==> src/verilog/bx_map.svh <==
// constants of the bus exchange block: idle pin levels and synchroniser depth
`ifndef BX_MAP_SVH
`define BX_MAP_SVH

`define BX_PIN_IDLE     1'b1
`define BX_PIN_ACTIVE   1'b0
`define BX_SYNC_STAGES  2
`define BX_PIN_IN_W     4

`endif

==> src/verilog/bx_pkg.sv <==
// types of the bus exchange block
package bx_pkg;

    typedef enum logic [1:0] {
        BX_IDLE,
        BX_WAIT,
        BX_OWN
    } bx_state_t;

    // backplane levels seen by the master, all active low
    typedef struct packed {
        logic bus_clk_n;
        logic priority_in_n;
        logic bus_held_n;
        logic common_request_n;
    } bx_pins_in_t;

    // backplane drive, open-drain lines as level plus enable
    typedef struct packed {
        logic bus_request_n;
        logic priority_out_n;
        logic priority_out_oe;
        logic bus_held_o;
        logic bus_held_oe;
        logic common_request_o;
        logic common_request_oe;
    } bx_pins_out_t;

endpackage

==> src/verilog/bx_exchange.sv <==
// bus exchange logic of one master on a shared multi-master backplane
//
// What this block does
// - a requesting master drives priority_out_n high to lower masters.
// - a high priority_in_n is passed on as a high priority_out_n.
// - in serial mode bus_request_n stays inside the master.
// - in parallel mode priority_out_n is not driven onto the backplane.
// - local need is synchronised to the falling arbitration clock edge.
// - a holder that loses priority finishes the running command first.
// - after the command, release bus_held_n and drivers on next falling edge.
// - a granted master takes the bus on the falling edge after bus free.
// - bus lock keeps bus_held_n active even without priority.
// - single master system should keep bus lock asserted all the time.
// - with common request idle and priority kept, the holder keeps the bus between accesses.
// - with common request active, holder releases after access and recontends.
`timescale 1ns/10ps
`include "bx_map.svh"

module bx_exchange
    import bx_pkg::*;
(
    input  wire logic          clk_sys,
    input  wire logic          arst_n,
    input  wire bx_pins_in_t   pins_in,
    output bx_pins_out_t       pins_out,
    input  wire logic          serial_mode,
    input  wire logic          need_bus,
    input  wire logic          cmd_active,
    input  wire logic          bus_lock,
    output logic               bus_owned,
    output logic               drivers_en
);

    bx_pins_in_t  pins_s;
    bx_state_t    state_r;
    bx_state_t    state_nxt;
    bx_pins_out_t out_r;
    logic         bclk_d_r;
    logic         req_r;
    logic         req_nxt;
    logic         bus_fall;
    logic         prio_ok;
    logic         bus_free;
    logic         common_request_n_act;
    logic         release_now;
    logic         take_now;

    bx_sync #(
        .W       (`BX_PIN_IN_W)
    ) u_sync (
        .clk_sys (clk_sys),
        .arst_n  (arst_n),
        .d       (pins_in),
        .q       (pins_s)
    );

    // the arbitration clock is just another pin level here; only its
    // high-to-low transitions move the exchange sequence
    always_ff @(posedge clk_sys or negedge arst_n) begin
        if (!arst_n) begin
            bclk_d_r <= `BX_PIN_IDLE;
        end else begin
            bclk_d_r <= pins_s.bus_clk_n;
        end
    end

    assign bus_fall = bclk_d_r & ~pins_s.bus_clk_n;
    assign prio_ok  = (pins_s.priority_in_n == `BX_PIN_ACTIVE);
    assign bus_free = (pins_s.bus_held_n == `BX_PIN_IDLE);
    assign common_request_n_act = (pins_s.common_request_n == `BX_PIN_ACTIVE);

    // a running command is never cut; lock overrides both priority loss
    // and a pending common request
    assign release_now = !cmd_active && !bus_lock && (!prio_ok || common_request_n_act);
    assign take_now    = req_r && prio_ok && bus_free;

    // request is sampled only at falling edges; a holder keeps it up so a
    // parallel resolver keeps granting it until the release
    always_comb begin
        req_nxt = req_r;
        if (bus_fall) begin
            if (state_r == BX_OWN) begin
                req_nxt = !release_now;
            end else begin
                req_nxt = need_bus;
            end
        end
    end

    always_ff @(posedge clk_sys or negedge arst_n) begin
        if (!arst_n) begin
            req_r <= 1'b0;
        end else begin
            req_r <= req_nxt;
        end
    end

    always_comb begin
        state_nxt = state_r;
        case (state_r)
            BX_IDLE: begin
                if (bus_fall && need_bus) begin
                    state_nxt = BX_WAIT;
                end
            end
            BX_WAIT: begin
                if (bus_fall) begin
                    if (take_now) begin
                        state_nxt = BX_OWN;
                    end else if (!need_bus) begin
                        state_nxt = BX_IDLE;
                    end
                end
            end
            BX_OWN: begin
                // holding with common request idle and priority kept: stay
                if (bus_fall && release_now) begin
                    state_nxt = BX_IDLE;
                end
            end
            default: begin
                state_nxt = BX_IDLE;
            end
        endcase
    end

    always_ff @(posedge clk_sys or negedge arst_n) begin
        if (!arst_n) begin
            state_r <= BX_IDLE;
        end else begin
            state_r <= state_nxt;
        end
    end

    // ownership and drivers follow the state the same edge it changes
    always_ff @(posedge clk_sys or negedge arst_n) begin
        if (!arst_n) begin
            bus_owned  <= 1'b0;
            drivers_en <= 1'b0;
        end else begin
            bus_owned  <= (state_nxt == BX_OWN);
            drivers_en <= (state_nxt == BX_OWN);
        end
    end

    // backplane drive; bus_held_n and common request are open-drain lows
    always_ff @(posedge clk_sys or negedge arst_n) begin
        if (!arst_n) begin
            out_r.bus_request_n     <= `BX_PIN_IDLE;
            out_r.priority_out_n    <= `BX_PIN_IDLE;
            out_r.priority_out_oe   <= 1'b0;
            out_r.bus_held_o        <= `BX_PIN_ACTIVE;
            out_r.bus_held_oe       <= 1'b0;
            out_r.common_request_o  <= `BX_PIN_ACTIVE;
            out_r.common_request_oe <= 1'b0;
        end else begin
            // the chain carries priority, so the request pin stays quiet
            out_r.bus_request_n     <= (serial_mode || !req_nxt) ? `BX_PIN_IDLE
                                                                 : `BX_PIN_ACTIVE;
            // deny downstream while requesting, holding or denied ourselves
            out_r.priority_out_n    <= (req_nxt || state_nxt == BX_OWN || !prio_ok)
                                       ? `BX_PIN_IDLE : `BX_PIN_ACTIVE;
            // backplane ties this pin to a neighbour's grant in parallel mode
            out_r.priority_out_oe   <= serial_mode;
            out_r.bus_held_o        <= `BX_PIN_ACTIVE;
            out_r.bus_held_oe       <= (state_nxt == BX_OWN);
            out_r.common_request_o  <= `BX_PIN_ACTIVE;
            out_r.common_request_oe <= (state_nxt == BX_WAIT);
        end
    end

    assign pins_out = out_r;

    // priority tie-off and a permanently held lock are board
    // straps; holding bus_lock high keeps this master as owner for good

    a_req_on_fall: assert property (@(posedge clk_sys) disable iff (!arst_n)
        (req_r != $past(req_r)) |-> $past(bus_fall))
        else $error("request changed without a falling arbitration edge");

    a_take_needs_grant: assert property (@(posedge clk_sys) disable iff (!arst_n)
        ($past(state_r) == BX_WAIT && state_r == BX_OWN)
        |-> $past(bus_fall && prio_ok && bus_free)
            && pins_out.bus_held_oe && drivers_en)
        else $error("bus taken without grant, free bus or falling edge");

    a_cmd_not_cut: assert property (@(posedge clk_sys) disable iff (!arst_n)
        (state_r == BX_OWN && cmd_active) |=> state_r == BX_OWN)
        else $error("bus released during a running command");

    // a sampled lock guards only the decision of that edge; it may drop right after
    a_lock_keeps_bus: assert property (@(posedge clk_sys) disable iff (!arst_n)
        (state_r == BX_OWN && bus_lock) |=> state_r == BX_OWN && pins_out.bus_held_oe)
        else $error("locked holder lost the bus");

    a_release_on_fall: assert property (@(posedge clk_sys) disable iff (!arst_n)
        ($past(state_r) == BX_OWN && state_r != BX_OWN)
        |-> $past(bus_fall) && !drivers_en ##1 !pins_out.bus_held_oe)
        else $error("release not aligned to falling edge");

    a_deny_when_req: assert property (@(posedge clk_sys) disable iff (!arst_n)
        req_r |-> pins_out.priority_out_n)
        else $error("priority passed down while requesting");

    a_deny_passed_down: assert property (@(posedge clk_sys) disable iff (!arst_n)
        (!prio_ok && $stable(pins_s.priority_in_n)) |=> pins_out.priority_out_n)
        else $error("denied priority not propagated");

    a_par_out_undriven: assert property (@(posedge clk_sys) disable iff (!arst_n)
        !serial_mode |=> !pins_out.priority_out_oe)
        else $error("priority out driven in parallel mode");

    a_serial_req_quiet: assert property (@(posedge clk_sys) disable iff (!arst_n)
        serial_mode |=> pins_out.bus_request_n)
        else $error("request pin driven in serial mode");

    a_keep_when_quiet: assert property (@(posedge clk_sys) disable iff (!arst_n)
        (state_r == BX_OWN && !common_request_n_act && prio_ok) |=> state_r == BX_OWN)
        else $error("bus dropped with no other requester");

    a_yield_on_common_request_n: assert property (@(posedge clk_sys) disable iff (!arst_n)
        (state_r == BX_OWN && bus_fall && common_request_n_act && !cmd_active && !bus_lock)
        |=> state_r == BX_IDLE && !req_r)
        else $error("holder kept bus against common request");

endmodule

==> src/verilog/bx_sync.sv <==
// two-flop synchroniser for backplane levels
`timescale 1ns/10ps
`include "bx_map.svh"

module bx_sync
    import bx_pkg::*;
#(
    parameter int W = `BX_PIN_IN_W
) (
    input  wire logic         clk_sys,
    input  wire logic         arst_n,
    input  wire logic [W-1:0] d,
    output logic      [W-1:0] q
);

    logic [W-1:0] meta_r;

    // idle level on reset so no false edge appears at release
    always_ff @(posedge clk_sys or negedge arst_n) begin
        if (!arst_n) begin
            meta_r <= {W{`BX_PIN_IDLE}};
            q      <= {W{`BX_PIN_IDLE}};
        end else begin
            meta_r <= d;
            q      <= meta_r;
        end
    end

endmodule
==> config.mk <==
export PLATFORM = sky130hd
export DESIGN_NAME = bx_exchange
export DESIGN_NICKNAME = d
export VERILOG_FILES = /design/src/verilog/bx_pkg.sv /design/src/verilog/bx_exchange.sv /design/src/verilog/bx_sync.sv
export VERILOG_INCLUDE_DIRS = /design/src /design/src/verilog
export SDC_FILE = /design/constraint.sdc
export NUM_CORES = 1
export LEC_CHECK = 0
export BUFFER_PORTS_ARGS = -buffer_cell sky130_fd_sc_hd__buf_2
export CAP_MARGIN = 20
export CELL_PAD_IN_SITES_DETAIL_PLACEMENT = 1
export CELL_PAD_IN_SITES_GLOBAL_PLACEMENT = 2
export CORE_MARGIN = 5
export CORE_UTILIZATION = 30
export CTS_BUF_LIST = sky130_fd_sc_hd__clkbuf_16
export CTS_CLUSTER_SIZE = 40
export DETAILED_ROUTE_END_ITERATION = 8
export PLACE_DENSITY_LB_ADDON = 0.1
export SYNTH_ARGS = -nofsm -noshare
export SYNTH_HDL_FRONTEND = slang
export SYNTH_SLANG_ARGS = --single-unit
==> constraint.sdc <==
create_clock -name clk_sys -period 1.9 [get_ports clk_sys]
set_input_delay 0.095 -clock clk_sys [delete_from_list [all_inputs] [get_ports clk_sys]]
set_output_delay 0.095 -clock clk_sys [all_outputs]
set_load 0.05 [all_outputs]
==> metrics.cfg, run 1 <==
[status]
status=finished clean

[routing]
vias_per_cell=4.135
routedWlPerCell_um=11.58
wirelength_mm=1.031
met1Wirelength_um=447
first_iter_violations=3
wl_met3_um=81
drt_drc_violations_left=0
postRouteAntennaNets=0
top_layer_used=met3
drtPass1Iterations=2
dr_wl_met2_um=502
num_vias=368

[yosys]
synthArstFlopShare=1.000
synth_top_area_share=0.4915
syn_area_um2=588.1
yosys.area_share.simple=0.1191
yosysMostFrequentCell=dfstp_2
ys_ff_latch=17
synthMuxAreaShare=0
yosys-top-cells-count=11 x dfstp_2, 6 x dfrtp_1, 4 x buf_4, 3 x a21oi_1, 2 x o32ai_1
synth_edf_count=0
yosysSeqAreaShare=0.7468
synth-adder-area-share=0
ys_warn_count=0
synthCells=39
synthXorXnorAreaFrac=0
synth_top_family_by_area=simple AND/OR/NAND/NOR gates
synth_top_flop_cell=dfstp_2
yosysUniqueCellTypes=18
synth.area.top_cells=dfstp_2 49%, dfrtp_1 26%, buf_4 5.1%
synth_area_leader_cell=dfstp_2
synth_area_per_cell_um2=15.08
synth_compound_area_frac=0.07021

[floorplanning]
start_util=0.3060
die_w_um=54.28
die_y_um=54.28
dieArea_um2=2946
rows=16
core_um2=1922
ios=19

[sta]
skew_ns=0.002072
hold_viol_final=0
slew_violations=0
finalSetupViolCount=0
rsz0062_at_grt=false
clock.fmax_mhz=596.3
setup_tns_ns=0
fin_crit_sh=0.8827
fin_crit_ns=1.677
hold_ws_ns=0.1505

[critical_path]
path_max_fanout=4
crit_required_ns=2.07
r2r-end=pins_out[5]
endpoint_kind=flop
reg2reg_from=state_r[0]
crit_chain=nand2b_2, or4_1, a22o_1, or3_1
crit_type=flop to flop
startpoint_type=flop
arrival_ns=1.84
critPathMaxStageDelay_ns=0.48
r2r_slack_ns=0.22
reg2reg_depth=4
worst_path_max_delay_cell=or4_1

[clocking]
ctsHoldBuffers=6
cts_buffers=3
insertion_delay_ns=0.24
cts_tree=built
clockRootBuffer=clkbuf_16
cts_buffer_depth=2
cts_setup_buffers=0
clk_pin_slew_worst_paths_ns=0.05
cts_resized=0
cts_htree_levels=1
cts_sinks=17

[cells_and_area]
synthToLayoutAreaGrowth_pct=38.72
num_antenna_cells=0
finalInstanceArea_um2=815.8
fin_nets=73
layout-drive-gt1-share=0.5323

[flow_run]
drv_cap=0

[hold_path]
min_from=bus_lock
hp-class=primary input to flop
whs_path_depth=3
hold_end=pins_out[2]

[placement]
place.gp.congestion=0.8206
placed_cell_area_um2=675.6
portBuffers=16
dp_hpwl_um=774.9

[global_route]
gr-usage-all-layers=0.08746
grt_pass1_vias=423
grt_overflow=0
grt_pass1_wl_mm=1.787
grt_max_degree=18
antenna_found_initial=0

[pwr]
powerDensity_nw_per_um2=1138
peakVddDrop_v=0.0006014
p_leak_nw=0.3666

-- kinds of logic (layout without fill, tap and decap cells) --
family                 after synthesis  after routing
and+or+nand+nor                     10             10
other                                1              2
AOI/OAI and AO/OA                    6              6
buffers and inverters                5             27
DFF                                 17             17
-- through the flow --
step	power, W	utilization	instances	setup slack [ns]
floorplan	0.0004858	-	40	0.3186
global placement	0.0005120	0.3516	79	0.2803
detailed placement	0.0005140	0.3516	79	0.2243
CTS	0.0009409	0.4245	89	0.2221
global route	0.0009666	0.4245	89	0.04453
finish	0.0009284	0.4245	89	0.2230
-- registers in the layout, indices dropped and copies added (netlist names) --
| register | flops |
|---|---|
| bclk_d_r | 1 |
| pins_out | 5 |
| req_r | 1 |
| state_r | 2 |
| u_sync.meta_r | 4 |
| u_sync.q | 4 |
-- routing by layer --
| layer | vias to the layer above | GRT usage |
|---|---|---|
| met3 | 0 | 0.02452 |
| met2 | 15 | 0.1414 |
| met1 | 178 | 0.09828 |
| met4 | 0 | 0.06224 |
| met5 | - | 0 |
| li1 | 175 | - |
-- power breakdown --
group          switching (W)  internal [W]  leakage [nW]
sequential         0.0000100      0.000399         0.192
clock               0.000131      0.000281        0.0409
combinational      0.0000735     0.0000341         0.133
total               0.000214      0.000714         0.367
-- how the worst max path moves through the flow --
stage / to / slack [ns] / from
2_1_floorplan: pins_out[5] / 0.32 / state_r[0]
3_3_place_gp: pins_out[5] / 0.28 / state_r[0]
3_5_place_dp: pins_out[5] / 0.22 / state_r[0]
4_1_cts: pins_out[5] / 0.22 / state_r[0]
5_1_grt: pins_out[5] / 0.04 / bclk_d_r
6_report: pins_out[5] / 0.22 / state_r[0]
-- critical path, delay by kind of cell, from the launching register on --
kind / cells / cell delay (ns)
compound gates: 1 / 0.22
flops: 1 / 0.39
simple gates: 3 / 1.00
-- placed cells by master (no fill, tap or decap), drive strengths merged --
cell type and instances:
a21oi 3, a22o 1, buf 16, clkbuf 3, clkinv 1, conb 2
dfrtp 6, dfstp 11, dlygate4sd3 6, inv 1, nand2 1, nand2b 2
nand4b 1, nor2b 1, nor4 1, o32ai 2, or2b 1, or3 1
or3b 1, or4 1
-- cell type report --
cell class / instances / area [um^2]
clock buffer: 3 / 75.07
clock inverter: 1 / 5.005
fill: 214 / 1106
inverter: 1 / 3.754
multi-input combinational: 18 / 118.9
sequential: 17 / 439.2
tap: 27 / 33.78
timing repair buffer: 22 / 140.1
Power figures use the tool's default switching activity.
==> run 2, diff against run 1 <==
--- a/config.mk
+++ b/config.mk
@@ -6,16 +6,18 @@
 export SDC_FILE = /design/constraint.sdc
 export NUM_CORES = 1
 export LEC_CHECK = 0
+export ABC_AREA = 1
 export BUFFER_PORTS_ARGS = -buffer_cell sky130_fd_sc_hd__buf_2
 export CAP_MARGIN = 20
 export CELL_PAD_IN_SITES_DETAIL_PLACEMENT = 1
 export CELL_PAD_IN_SITES_GLOBAL_PLACEMENT = 2
 export CORE_MARGIN = 5
-export CORE_UTILIZATION = 30
+export CORE_UTILIZATION = 29
 export CTS_BUF_LIST = sky130_fd_sc_hd__clkbuf_16
 export CTS_CLUSTER_SIZE = 40
 export DETAILED_ROUTE_END_ITERATION = 8
 export PLACE_DENSITY_LB_ADDON = 0.1
 export SYNTH_ARGS = -nofsm -noshare
 export SYNTH_HDL_FRONTEND = slang
+export SYNTH_HIERARCHICAL = 1
 export SYNTH_SLANG_ARGS = --single-unit
==> metrics.cfg, run 2 <==
[critical_path]
path_max_fanout=6  ; +2
crit_type=flop to flop
arrival_ns=1.29  ; -0.55 ns
crit_required_ns=2.07  ; about the same
endpoint_kind=flop
startpoint_type=flop

[yosys]
syn_area_um2=630.6  ; +7.2%
yosysMostFrequentCell=dfstp_2
synth_area_leader_cell=dfstp_2
yosysUniqueCellTypes=13  ; -5
synth_top_flop_cell=dfstp_2
synth_edf_count=0  ; unchanged
ys_ff_latch=17  ; unchanged
synthCells=57  ; +46%
synth.area.top_cells=dfstp_2 46%, dfrtp_1 24%, buf_4 4.8%
ys_warn_count=6  ; +6
synthArstFlopShare=1.000  ; unchanged
synth_area_per_cell_um2=11.06  ; -27%
synth_top_area_share=0.4583  ; -0.03316
yosys-top-cells-count=11 x dfstp_2, 8 x inv_1, 8 x nand2_1, 6 x dfrtp_1, 6 x nor2_1
yosysSeqAreaShare=0.6964  ; -0.05038

[clocking]
cts_sinks=17  ; unchanged
clk_pin_slew_worst_paths_ns=0.05  ; about the same
cts_buffers=3  ; unchanged
cts_htree_levels=1  ; unchanged
cts_tree=built
clockRootBuffer=clkbuf_16
cts_setup_buffers=0  ; unchanged
cts_buffer_depth=2  ; unchanged
cts_resized=0  ; unchanged
ctsHoldBuffers=6  ; unchanged
insertion_delay_ns=0.25  ; about the same

[pwr]
p_leak_nw=0.4320  ; +18%
total_power_w=0.001026  ; +10%
peakVddDrop_v=0.0005115  ; -15%
powerDensity_nw_per_um2=1195  ; +5.0%

[sta]
fin_crit_ns=1.121  ; -0.5558 ns
setup_tns_ns=0  ; unchanged
slew_violations=0  ; unchanged
hold_ws_ns=0.1530  ; +0.002426 ns
rsz0062_at_grt=false
finalSetupViolCount=0  ; unchanged
skew_ns=0.003906  ; +0.001834 ns
clock.fmax_mhz=891.8  ; +50%
fin_crit_sh=0.5901  ; -0.2925
hold_viol_final=0  ; unchanged

[global_route]
antenna_found_initial=0  ; unchanged
gr-usage-all-layers=0.07802  ; -0.009436
grt_pass1_vias=459  ; +8.5%
grt_pass1_wl_mm=1.787  ; unchanged
grt_max_degree=18  ; unchanged
grt_overflow=0  ; unchanged

[cells_and_area]
finalInstanceArea_um2=858.3  ; +5.2%
fin_nets=91  ; +25%
multi_input_area_um2=131.4  ; +11%
fin_cells=107  ; +20%
synthToLayoutAreaGrowth_pct=36.11
largest_reg_flops=5  ; unchanged
regArea_um2=439.2  ; unchanged
layout_common_cells=16 x buf_2, 11 x dfstp_2, 8 x inv_1, 8 x nand2_1
fillCellCount=245  ; +14%
num_antenna_cells=0  ; unchanged
layout-drive-gt1-share=0.4625  ; -0.06976
mostFrequentLayoutCell=buf_2

[floorplanning]
dieArea_um2=3207  ; +8.9%
ios=19  ; unchanged
rows=16  ; unchanged
core_um2=2022  ; +5.2%
start_util=0.3119  ; +0.005892
die_w_um=56.63  ; +4.3%
die_y_um=56.63  ; +4.3%

[placement]
placed_cell_area_um2=718.2  ; +6.3%
dp_hpwl_um=740  ; -4.5%
dp.cells=97  ; +23%
place.gp.congestion=0.7042  ; -14%
portBuffers=16  ; unchanged

[status]
status=finished clean

[routing]
routedWlPerCell_um=9.280  ; -20%
postRouteAntennaNets=0  ; unchanged
first_iter_violations=2  ; -1
num_vias=435  ; +18%
vias_per_cell=4.065  ; -1.7%
wirelength_um=993  ; -3.7%
drt_drc_violations_left=0  ; unchanged
drtPass1Iterations=3  ; +1

[hold_path]
hp-class=primary input to flop

[flow_run]
drv_cap=0  ; unchanged

run 2: worst max-delay path: stages (launching register included):
cell	delay, ns
dfstp_2	0.51
inv_1	0.05
nor2_4	0.14
nand3_1	0.09
nand2_1	0.09
nand2_2	0.06
inv_1	0.05
nand3_1	0.07
run 2: power breakdown:
part / internal [W] / total, W / switching, W
sequential: 0.000414 / 0.000427 / 0.0000129
combinational: 0.0000486 / 0.000187 / 0.000138
clock: 0.000281 / 0.000412 / 0.000131
run 2: path summary, 6_finish.rpt:
kind                               end  slack (ns)  cells after the start              from
max in group asynchronous     bclk_d_r        1.31                      2            arst_n
setup reg to reg           pins_out[5]        0.78                      7          bclk_d_r
hold reg to reg            u_sync/q[3]        0.35                      0  u_sync/meta_r[3]
min in group asynchronous  pins_out[4]        0.29                      2            arst_n
hold / removal             pins_out[0]        0.15                      3          need_bus
setup / recovery           pins_out[5]        0.78                      7          bclk_d_r
run 2: routing by layer:
layer  track usage  wire length, um  up-vias
li1              -                -      209
met4       0.07119               44        0
met1       0.07898              369      203
met2        0.1122              452       18
met5             0                0        -
met3       0.04358              126        5
run 2: logic make-up after synthesis:
group           after synthesis  synth area share
compound gates                3           0.02380
other cells                   1          0.005947
simple gates                 23            0.1726
buf+inv                      13            0.1012
flops                        17            0.6964
run 2: through the flow:
stage                 util  worst slack (ns)
finish              0.4245            0.7787
CTS                 0.4245            0.7433
global placement    0.3552            0.7502
floorplan                -            0.8539
detailed placement  0.3552            0.7515
global route        0.4245            0.6652
run 2: area by class of cell:
type | instances | share of cell area
multi-input combinational | 28 | 0.1531
timing repair buffer | 22 | 0.1633
clock inverter | 1 | 0.005831
inverter | 9 | 0.03936
sequential | 17 | 0.5117
clock buffer | 3 | 0.08746
tap | 27 | 0.03936
==> run 3, diff against run 2 <==
--- a/config.mk
+++ b/config.mk
@@ -12,7 +12,7 @@
 export CELL_PAD_IN_SITES_DETAIL_PLACEMENT = 1
 export CELL_PAD_IN_SITES_GLOBAL_PLACEMENT = 2
 export CORE_MARGIN = 5
-export CORE_UTILIZATION = 29
+export CORE_UTILIZATION = 26
 export CTS_BUF_LIST = sky130_fd_sc_hd__clkbuf_16
 export CTS_CLUSTER_SIZE = 40
 export DETAILED_ROUTE_END_ITERATION = 8
==> constraint.sdc (replaced) <==
create_clock -name clk_sys -period 1 [get_ports clk_sys]
set_input_delay 0.05 -clock clk_sys [delete_from_list [all_inputs] [get_ports clk_sys]]
set_output_delay 0.05 -clock clk_sys [all_outputs]
set_load 0.05 [all_outputs]
==> metrics.cfg, run 3 (synthesis gave the netlist of run 2 again) <==
[placement]
portBuffers=16  ; unchanged
dp_hpwl_um=834.2  ; +13%
place.gp.congestion=0.7303  ; +3.7%

[sta]
fin_crit_sh=1.160  ; +0.5696
fin_ws_ns=-0.1598  ; -0.9385 ns
rsz0062_at_grt=true
clock.fmax_mhz=862.2  ; -3.3%
fin_crit_ns=1.160  ; +0.03851 ns
hold_ws_ns=0.1031  ; -0.04983 ns
finalSetupViolCount=7  ; +7
setup_tns_ns=-0.6771  ; -0.6771 ns
slew_violations=0  ; unchanged
skew_ns=0.003276  ; -0.0006302 ns
hold_viol_final=0  ; unchanged

[critical_path]
critPathMaxStageDelay_ns=0.54  ; +0.03 ns
path_max_fanout=2  ; -4
endpoint_kind=flop
critPathBufInv=3  ; +1
crit_type=flop to flop
startpoint_type=flop
worst_path_max_delay_cell=dfstp_2
critPathTopFamily=flip-flops
crit_required_ns=1.17  ; -0.90 ns
arrival_ns=1.33  ; +0.04 ns
crit_chain=inv_2, nand2_2, buf_4, nand3_2, nand2_2, nand2_2, inv_2, nand3_2
cp_common_cell=nand2_2

[routing]
vias_per_cell=4.054  ; -0.28%
drtPass1Iterations=1  ; -2
first_iter_violations=0  ; -2
routedWlPerCell_um=10.68  ; +15%
wirelength_mm=1.185  ; +19%
num_vias=450  ; +3.4%
postRouteAntennaNets=0  ; unchanged
drt_drc_violations_left=0  ; unchanged

[global_route]
grt_overflow=0  ; unchanged
grt_pass1_vias=494  ; +7.6%
grt_max_degree=18  ; unchanged
grt_most_used_layer=met2
grt_util_met2=0.1326  ; +0.02039
grtUsageMet3=0.03268  ; -0.01090
gr-usage-all-layers=0.08146  ; +0.003437
grt_pass1_wl_mm=2.090  ; +17%
antenna_found_initial=0  ; unchanged
grt.met1_usage=0.08800  ; +0.009016

[cells_and_area]
fin_nets=94  ; +3.3%
fillCellCount=274  ; +12%
synthToLayoutAreaGrowth_pct=45.63
largest_reg_flops=5  ; unchanged
layout-drive-gt1-share=0.6024  ; +0.1399
post-route-util=0.4073  ; -0.01718
mostFrequentLayoutCell=buf_2
num_antenna_cells=0  ; unchanged
layout_common_cells=14 x buf_2, 11 x dfstp_2

[floorplanning]
die_w_um=59.25  ; +4.6%
dieArea_um2=3511  ; +9.5%
core_um2=2255  ; +12%
start_util=0.2797  ; -0.03219
die_y_um=59.25  ; +4.6%
ios=19  ; unchanged
rows=17  ; +1

[clocking]
cts_buffers=3  ; unchanged
cts_htree_levels=1  ; unchanged
cts_buffer_depth=2  ; unchanged
cts_sinks=17  ; unchanged
insertion_delay_ns=0.24  ; about the same
clk_pin_slew_worst_paths_ns=0.05  ; about the same
cts_tree=built
clockRootBuffer=clkbuf_16

[flow_run]
drv_cap=0  ; unchanged

[status]
status=complete, but fails checks
violations=setup timing

[pwr]
p_leak_nw=0.4559  ; +5.5%
peakVddDrop_v=0.001094  ; +110%
powerDensity_nw_per_um2=2186  ; +83%

[hold_path]
hp-class=primary input to flop

-- run 3: metrics by stage --
stage	area (um^2)	cells	setup slack [ns]	power, W
floorplan	636.9	58	-0.04573	0.001091
global placement	729.5	99	-0.1887	0.001196
detailed placement	729.5	99	-0.1887	0.001198
CTS	885.9	109	-0.1840	0.002013
global route	918.4	111	-0.2171	0.002111
finish	918.4	111	-0.1598	0.002008
-- run 3: final timing paths --
kind	from	to	slack, ns	cells after the start
hold / removal	need_bus	pins_out[0]	0.10	3
hold reg to reg	u_sync/meta_r[2]	u_sync/q[2]	0.35	0
setup reg to reg	u_sync/q[2]	pins_out[5]	-0.16	8
max in group asynchronous	arst_n	bclk_d_r	0.44	2
setup / recovery	u_sync/q[2]	pins_out[5]	-0.16	8
min in group asynchronous	arst_n	pins_out[2]	0.25	2
-- run 3: repair_timing --
action / in CTS / in global routing
resized for setup: 7 / 7
pin swaps: 3 / 1
endpoints found under the hold margin: 11 / 0
hold buffers: 6 / 0
buffers inserted: 0 / 2
endpoints found under the setup margin: 9 / 9
-- run 3: area by class of cell --
| type | instances | area, um^2 | area share |
|---|---|---|---|
| clock buffer | 3 | 75.07 | 0.08174 |
| clock inverter | 1 | 3.754 | 0.004087 |
| inverter | 9 | 33.78 | 0.03678 |
| multi-input combinational | 28 | 156.4 | 0.1703 |
| sequential | 17 | 439.2 | 0.4782 |
| tap | 28 | 35.03 | 0.03815 |
| timing repair buffer | 25 | 175.2 | 0.1907 |
-- run 3: report_power, final --
group	internal, W	switching (W)	total (W)
Clock	0.000530	0.000250	0.000780
Combinational	0.000133	0.000281	0.000414
Sequential	0.000787	0.0000270	0.000814
Total	0.00145	0.000558	0.00201
-- run 3: worst register-to-register path: cells and delay by family (launching register included) --
| kind | cells | cell delay, ns |
|---|---|---|
| buffers and inverters | 3 | 0.21 |
| and+or+nand+nor | 5 | 0.33 |
| DFF | 1 | 0.54 |
-- run 3: metal layers --
layer	vias up	wire, um
met5	-	0
met4	0	12
met3	2	71
met2	12	660
met1	221	441
li1	215	-
